`src/pwdm_map.svh`:
```
`ifndef PWDM_MAP_SVH
`define PWDM_MAP_SVH

// Clock rate and conversion timing
`define PWDM_CLK_HZ          40000000
`define PWDM_FIRST_PULSE_NS  8000
`define PWDM_NS_PER_S        1000000000
// Cycles from sample edge to first conversion pulse (least time, rounded up)
`define PWDM_FIRST_CYC ((`PWDM_FIRST_PULSE_NS * (`PWDM_CLK_HZ / 1000000) + 999) / 1000)
// Default conversion clock period in system cycles
`define PWDM_CONV_PERIOD     40
`define PWDM_CHANNELS        4
`define PWDM_CNT_W           7
`define PWDM_CNT_MAX         7'h7f
`define PWDM_CNT_ZERO        7'h00
`define PWDM_FIFO_DEPTH      16

`endif

```
`src/pwdm_pkg.sv`:
```
package pwdm_pkg;
    typedef enum logic [1:0]
    {
        PWDM_IDLE   = 2'b00,
        PWDM_DELAY  = 2'b01,
        PWDM_COUNT  = 2'b10
    } pwdm_state_t;

    // One finished conversion: channel and raw count
    typedef struct packed
    {
        logic [1:0] chan;
        logic [6:0] count;
    } pwdm_sample_t;
endpackage

```
`src/pwdm_fifo.sv`:
```
`timescale 1ns/1ps
`include "pwdm_map.svh"

module pwdm_fifo #(
    parameter int WIDTH = 9,
    parameter int DEPTH = `PWDM_FIFO_DEPTH
) (
    // Clock and reset
    input  wire logic             i_clk,
    input  wire logic             i_arst_n,
    // Write side
    input  wire logic             i_wr_valid,
    output logic                  o_wr_ready,
    input  wire logic [WIDTH-1:0] i_wr_data,
    // Read side
    output logic                  o_rd_valid,
    input  wire logic             i_rd_ready,
    output logic [WIDTH-1:0]      o_rd_data
);
    localparam int AW = $clog2(DEPTH);

    logic [WIDTH-1:0] mem [DEPTH];
    logic [AW-1:0]    wr_ptr_reg;
    logic [AW-1:0]    rd_ptr_reg;
    logic [AW:0]      fill_reg;
    wire              do_wr;
    wire              do_rd;

    assign o_wr_ready = (fill_reg != (AW+1)'(DEPTH));
    assign o_rd_valid = (fill_reg != '0);
    assign do_wr      = i_wr_valid && o_wr_ready;
    assign do_rd      = o_rd_valid && i_rd_ready;
    assign o_rd_data  = mem[rd_ptr_reg];

    always_ff @(posedge i_clk)
    begin
        if (do_wr)
            mem[wr_ptr_reg] <= i_wr_data;
    end

    always_ff @(posedge i_clk or negedge i_arst_n)
    begin
        if (!i_arst_n)
        begin
            wr_ptr_reg <= '0;
            rd_ptr_reg <= '0;
            fill_reg   <= '0;
        end
        else
        begin
            if (do_wr)
                wr_ptr_reg <= (wr_ptr_reg == AW'(DEPTH-1)) ? '0 : wr_ptr_reg + 1'b1;
            if (do_rd)
                rd_ptr_reg <= (rd_ptr_reg == AW'(DEPTH-1)) ? '0 : rd_ptr_reg + 1'b1;
            fill_reg <= fill_reg + (AW+1)'(do_wr) - (AW+1)'(do_rd);
        end
    end
endmodule // pwdm_fifo

```
`src/pwdm_demod.sv`:
```
// What this block does
// (RULE1) A rising sample command starts the conversion clock and clears the counter.
// (RULE2) The first conversion pulse comes 8 us after the rising sample command.
// (RULE3) The instrument raises its pulse-width signal 3 us after the sample command.
// (RULE4) The falling pulse-width edge copies the counter into a storage register.
// (RULE5) One shared 7-bit counter feeds four independent 7-bit storage registers.
// (RULE6) Each channel presents its seven stored bits in parallel to its ladder.
// (RULE7) Output is inverted so a count of 127 gives the lowest level, 0 the highest.
// (RULE8) The counter advances per conversion pulse only while the pulse is high, stopping at 127.
`timescale 1ns/1ps
`include "pwdm_map.svh"

module pwdm_demod #(
    parameter int CONV_PERIOD = `PWDM_CONV_PERIOD,
    parameter int FIRST_CYC   = `PWDM_FIRST_CYC,
    parameter int FIFO_DEPTH  = `PWDM_FIFO_DEPTH
) (
    // Clock and reset
    input  wire logic                   i_clk,
    input  wire logic                   i_arst_n,
    // Instrument side
    input  wire logic                   i_sample,
    input  wire logic [1:0]             i_chan_sel,
    input  wire logic                   i_pulse,
    // Ladder drivers, one 7-bit word per channel
    output logic [`PWDM_CHANNELS*`PWDM_CNT_W-1:0] o_ladder,
    // Recorded conversions
    output logic                        o_rec_valid,
    input  wire logic                   i_rec_ready,
    output pwdm_pkg::pwdm_sample_t      o_rec_data,
    // Status
    output logic                        o_busy,
    output logic                        o_overrun
);
    pwdm_pkg::pwdm_state_t state_reg;
    pwdm_pkg::pwdm_state_t state_next;
    logic [15:0]              tick_reg;
    logic [`PWDM_CNT_W-1:0]   count_reg;
    logic [1:0]               chan_reg;
    logic                     sample_d_reg;
    logic                     pulse_d_reg;
    logic                     overrun_reg;
    logic [`PWDM_CNT_W-1:0]   store_reg [`PWDM_CHANNELS];
    pwdm_pkg::pwdm_sample_t   rec_word;

    wire sample_rise = i_sample && !sample_d_reg;
    wire pulse_fall  = !i_pulse && pulse_d_reg;
    wire first_hit   = (state_reg == pwdm_pkg::PWDM_DELAY) && (tick_reg == 16'(FIRST_CYC - 1));
    wire period_hit  = (state_reg == pwdm_pkg::PWDM_COUNT) && (tick_reg == 16'(CONV_PERIOD - 1));
    wire conv_pulse  = first_hit || period_hit;
    wire at_max      = (count_reg == `PWDM_CNT_MAX);
    wire capture     = pulse_fall && (state_reg != pwdm_pkg::PWDM_IDLE);
    wire fifo_ready;

    assign o_busy    = (state_reg != pwdm_pkg::PWDM_IDLE);
    assign o_overrun = overrun_reg;
    assign rec_word  = '{chan: chan_reg, count: count_reg};

    always_comb
    begin
        state_next = state_reg;
        unique case (state_reg)
            pwdm_pkg::PWDM_IDLE:  state_next = state_reg;
            pwdm_pkg::PWDM_DELAY: if (first_hit) state_next = pwdm_pkg::PWDM_COUNT;
            pwdm_pkg::PWDM_COUNT: state_next = state_reg;
            default:              state_next = pwdm_pkg::PWDM_IDLE;
        endcase
        // (RULE1) Sample edge restarts conversion
        if (sample_rise)
            state_next = pwdm_pkg::PWDM_DELAY;
        else if (capture)
            state_next = pwdm_pkg::PWDM_IDLE;
    end

    always_ff @(posedge i_clk or negedge i_arst_n)
    begin
        if (!i_arst_n)
        begin
            state_reg    <= pwdm_pkg::PWDM_IDLE;
            sample_d_reg <= 1'b0;
            pulse_d_reg  <= 1'b0;
            chan_reg     <= 2'h0;
            overrun_reg  <= 1'b0;
        end
        else
        begin
            state_reg    <= state_next;
            sample_d_reg <= i_sample;
            pulse_d_reg  <= i_pulse;
            if (sample_rise)
                chan_reg <= i_chan_sel;
            if (capture && !fifo_ready)
                overrun_reg <= 1'b1;
        end
    end

    // (RULE2) First pulse after fixed delay, then periodic
    always_ff @(posedge i_clk or negedge i_arst_n)
    begin
        if (!i_arst_n)
            tick_reg <= 16'h0000;
        else if (sample_rise || conv_pulse)
            tick_reg <= 16'h0000;
        else if (o_busy)
            tick_reg <= tick_reg + 16'h0001;
    end

    // (RULE8) Count only while pulse high, hold at max
    always_ff @(posedge i_clk or negedge i_arst_n)
    begin
        if (!i_arst_n)
            count_reg <= `PWDM_CNT_ZERO;
        else if (sample_rise)
            count_reg <= `PWDM_CNT_ZERO;
        else if (conv_pulse && i_pulse && !at_max)
            count_reg <= count_reg + 7'h01;
    end

    // (RULE5) Four independent storage registers
    genvar g;
    generate
        for (g = 0; g < `PWDM_CHANNELS; g++)
        begin : g_store
            // (RULE4) Falling pulse edge latches count
            always_ff @(posedge i_clk or negedge i_arst_n)
            begin
                if (!i_arst_n)
                    store_reg[g] <= `PWDM_CNT_ZERO;
                else if (capture && chan_reg == 2'(g))
                    store_reg[g] <= count_reg;
            end
            // (RULE6) (RULE7) Seven inverted bits per ladder
            assign o_ladder[g*`PWDM_CNT_W +: `PWDM_CNT_W] = ~store_reg[g];
        end
    endgenerate

    pwdm_fifo #(
        .WIDTH ($bits(pwdm_pkg::pwdm_sample_t)),
        .DEPTH (FIFO_DEPTH)
    ) u_fifo (
        .i_clk      (i_clk),
        .i_arst_n   (i_arst_n),
        .i_wr_valid (capture),
        .o_wr_ready (fifo_ready),
        .i_wr_data  (rec_word),
        .o_rd_valid (o_rec_valid),
        .i_rd_ready (i_rec_ready),
        .o_rd_data  (o_rec_data)
    );
endmodule // pwdm_demod

```
`config.mk`:
```
export PLATFORM = sky130hd
export DESIGN_NAME = pwdm_demod
export DESIGN_NICKNAME = d
export VERILOG_FILES = /design/src/pwdm_pkg.sv /design/src/pwdm_fifo.sv /design/src/pwdm_demod.sv
export VERILOG_INCLUDE_DIRS = /design/src
export SDC_FILE = /design/constraint.sdc
export NUM_CORES = 1
export LEC_CHECK = 0
export BUFFER_PORTS_ARGS = -buffer_cell sky130_fd_sc_hd__buf_2
export CAP_MARGIN = 40
export CORE_ASPECT_RATIO = 1.1
export CORE_UTILIZATION = 40
export CTS_BUF_LIST = sky130_fd_sc_hd__clkbuf_8
export DETAILED_ROUTE_END_ITERATION = 8
export MAX_ROUTING_LAYER = met4
export PLACE_DENSITY = 0.69
export SYNTH_ARGS = -nofsm -noshare
export SYNTH_HDL_FRONTEND = slang
export SYNTH_SLANG_ARGS = --single-unit
```
`constraint.sdc`:
```
create_clock -name i_clk -period 2.35 [get_ports i_clk]
set_input_delay 0.47 -clock i_clk [delete_from_list [all_inputs] [get_ports i_clk]]
set_output_delay 0.47 -clock i_clk [all_outputs]
set_load 0.05 [all_outputs]
```
==> flow_metrics.py <==
metrics = {
    "sta": {
        "setup_slack_ns": -0.354,
        "rsz0062_at_grt": "yes",
        "period_share_pct": 115,
        "finClkSkew_ns": 0.0227,
        "setup_viol_count_final": 9,
        "max-slew-margin-rel_pct": 66.3,
        "max_freq_ghz": 0.370,
        "slew_violations": 0,
        "finalHoldViolations": 0,
        "period_needed_ns": 2.70,
        "holdWs_ns": 0.108,
        "tightest_slew_ns": 0.505,
    },
    "logic_synthesis": {
        "ys_ff_latch": 215,
        "yosysTopAreaCell": "edfxtp_1",
        "syn_area_um2": 9020,
        "ys_warn_count": 0,
        "syn_area_per_cell_um2": 14.7,
        "syn_nets": 635,
        "netlist_instances": 614,
        "ys_top_cells_by_area": "edfxtp_1, dfrtp_1, mux4_2",
        "synth_cell_type_count": 54,
        "yosysTopAreaCellShare_pct": 47.9,
        "synth_seq_area_share_pct": 67.6,
    },
    "power_and_ir_drop": {
        "internal_power_w": 0.00722,
        "ir_drop_v": 0.000543,
        "switching_share_pct": 34.7,
        "p_comb_share_pct": 34.4,
        "switching_power_w": 0.00384,
        "clock_power_share_pct": 24.9,
        "power.leakage_nw": 4.15,
        "pwr-share-seq_pct": 40.7,
        "cellPowerDensity_nw_per_um2": 1020,
    },
    "final_layout": {
        "layout_commonest_cell": "edfxtp_1",
        "area_delta_synth_final_pct": 19.8,
        "nNetsFinal": 747,
        "largest_register_ffs": 144,
        "drive_gt1_share_pct": 30.3,
        "multiInputGateArea_um2": 2830,
        "seqCellArea_um2": 6100,
        "nFillCells": 1912,
        "n_antenna_cell": 0,
        "final_cell_count_no_fill": 1045,
        "mostFrequentLayoutCells": "edfxtp_1, dfrtp_1, inv_1",
    },
    "global_routing": {
        "grt_max_degree": 72,
        "globalRouteOverflowTotal": 0,
        "grt_pass1_vias": 5701,
        "antenna_found_initial": 0,
        "grt.total_usage_pct": 17.5,
        "grt_pass1_wl_mm": 30.2,
    },
    "route": {
        "drt-total-wl_mm": 19.2,
        "top_layer_used": "met4",
        "drc_errors": 0,
        "drt_iter0_drc": 288,
        "wl_met3_mm": 1.40,
        "wl_met2_mm": 9.74,
        "wl_met1_mm": 7.71,
        "vias": 5334,
        "routedWlPerCell_um": 18.4,
        "avgViaCountPerCell": 5.10,
        "first_pass_iters": 4,
        "final_antenna_net_count": 0,
    },
    "floorplanning": {
        "fp.dieH_um": 159,
        "start_util_pct": 40.8,
        "num_io_pins": 47,
        "core_area_um2": 22100,
        "die_w_um": 145,
        "rows": 57,
        "die_area_um2": 23200,
    },
    "worst_setup_path": {
        "cpPeakStageDelay_ns": 0.51,
        "crit_chain": "buf_12 -> buf_12 -> mux4_2 -> a22oi_2 -> nand2_1 -> buf_6",
        "critPathKind": "flip-flop to output pin",
        "worst-r2r-setup-slack_ns": 0.08,
        "crit_top_cell": "buf_12",
        "end_kind": "output pin",
        "rr_startpoint": "u_fifo.fill_reg[3]",
        "crit_slowest_cell": "mux4_2",
        "critPathLaunchType": "flip-flop",
        "cp.arrival_ns": 2.23,
        "cp_max_fo": 8,
        "cp_data_required_time_ns": 1.88,
        "reg2reg_to": "u_fifo.fill_reg[4]",
        "reg2regPathDepth": 13,
    },
    "clock_network": {
        "clk_pin_slew_ns": 0.06,
        "cts_buffers": 34,
        "cts_root_buf": "clkbuf_8",
        "htreeDepth": 2,
        "clk_latency_ns": 0.52,
        "tritoncts": "yes",
        "clock-sinks": 215,
        "cts.path.max_buffers": 3,
    },
    "placed_design": {
        "hpwl_mm": 12.6,
        "pre_cts_slack_ns": 0.00820,
        "dp.cells": 980,
        "gp_congestion": 0.808,
        "port_buffers": 46,
    },
    "job": {
        "max-cap-violations": 0,
    },
    "worst_hold_path": {
        "hp-class": "input port to flip-flop",
        "min-delay-start": "i_sample",
        "min_to": "sample_d_reg",
        "whs_path_depth": 1,
    },
    "status": {
        "outcome": "finished with violations",
        "violations": "setup timing",
    },
}
==> logic make-up (layout without fill, tap and decap cells) <==
family / Yosys count / after routing / share of synthesized area [%]
compound gates: 81 / 81 / 5.77
xor+xnor: 21 / 21 / 2.04
fa+ha+maj: 14 / 14 / 2.03
buf+inv: 63 / 199 / 3.02
flops: 215 / 215 / 67.6
mux: 77 / 77 / 11.5
simple gates: 143 / 143 / 8.03
==> layer usage <==
| metal | global-route usage (%) | vias to the layer above |
|---|---|---|
| met5 | - | - |
| met4 | 5.93 | 0 |
| met3 | 3.87 | 34 |
| met2 | 29.5 | 148 |
| met1 | 20.7 | 2663 |
| li1 | - | 2489 |
==> worst max-delay path, delay by kind of cell (launching register included) <==
kind                   cells  cell delay (ns)
AOI/OAI and AO/OA          1             0.19
buffers and inverters      3             0.46
DFF                        1             0.47
muxes                      1             0.51
and+or+nand+nor            1             0.10
==> power groups by stage <==
stage               logic (W)  clock network [W]  registers, W
floorplan             0.00232                  0       0.00447
global placement      0.00310                  0       0.00452
detailed placement    0.00322                  0       0.00455
CTS                   0.00369            0.00283       0.00449
global route          0.00404            0.00298       0.00453
finish                0.00380            0.00276       0.00450
==> worst max path at each step <==
| stage | slack (ns) | endpoint | cells past startpoint | start |
|---|---|---|---|---|
| 2_1_floorplan | -0.41 | u_fifo.fill_reg[4] | 13 | u_fifo.fill_reg[3] |
| 3_3_place_gp | 0.009 | o_rec_data[0] | 8 | u_fifo.rd_ptr_reg[0] |
| 3_5_place_dp | 0.008 | o_rec_data[4] | 8 | u_fifo.rd_ptr_reg[0] |
| 4_1_cts | -0.40 | o_rec_data[7] | 6 | u_fifo.rd_ptr_reg[0] |
| 5_1_grt | -0.44 | o_rec_data[4] | 6 | u_fifo.rd_ptr_reg[0] |
| 6_report | -0.35 | o_rec_data[3] | 6 | u_fifo.rd_ptr_reg[0] |
==> synth_stat cells, drive strengths merged <==
master   count
clkbuf       6
a311oi       1
o31ai        2
mux4        18
and3b        1
dfrtp       71
xor2        10
o21a         1
a22oi       10
nand4        6
nand2b       5
nor2b        5
and4         1
nand2       46
fa           1
nand3       11
xnor2       11
nor2        40
o21ai       32
a21o         4
a31oi        1
nor4b        3
a21oi       17
nand4b       1
inv         40
and2         2
o211ai       1
a221oi       9
or2          1
nor4         1
and3         5
or3          5
nor3        10
mux2        31
o2111ai      1
buf         17
mux2i       28
o2111a       1
a22o         1
ha          13
edfxtp     144
==> cell type report <==
type                       instances  share of cell area, %
tap                              295                   3.42
sequential                       215                   56.5
inverter                          40                   1.41
multi-input combinational        336                   26.2
timing repair buffer              99                   7.00
clock inverter                    25                  0.996
clock buffer                      35                   4.46
==> per-stage QoR <==
stage	power [W]	util (%)	cell area [um2]	TNS, ns
after floorplan	0.00678	-	9060	-0.881
after global placement	0.00762	45.0	9940	0
after detailed placement	0.00776	45.0	9940	0
after CTS	0.0110	48.6	10700	-3.40
after global routing	0.0116	48.9	10800	-3.63
final	0.0111	48.9	10800	-2.89
==> timing repair <==
action / in CTS / in global routing
setup endpoints to repair: 9 / 10
buffers inserted: 3 / 3
endpoints found under the hold margin: 56 / 0
hold buffers: 1 / 0
resized for setup: 45 / 35
gates cloned: 2 / 0
pin swaps: 13 / 21
Power figures use the tool's default switching activity.
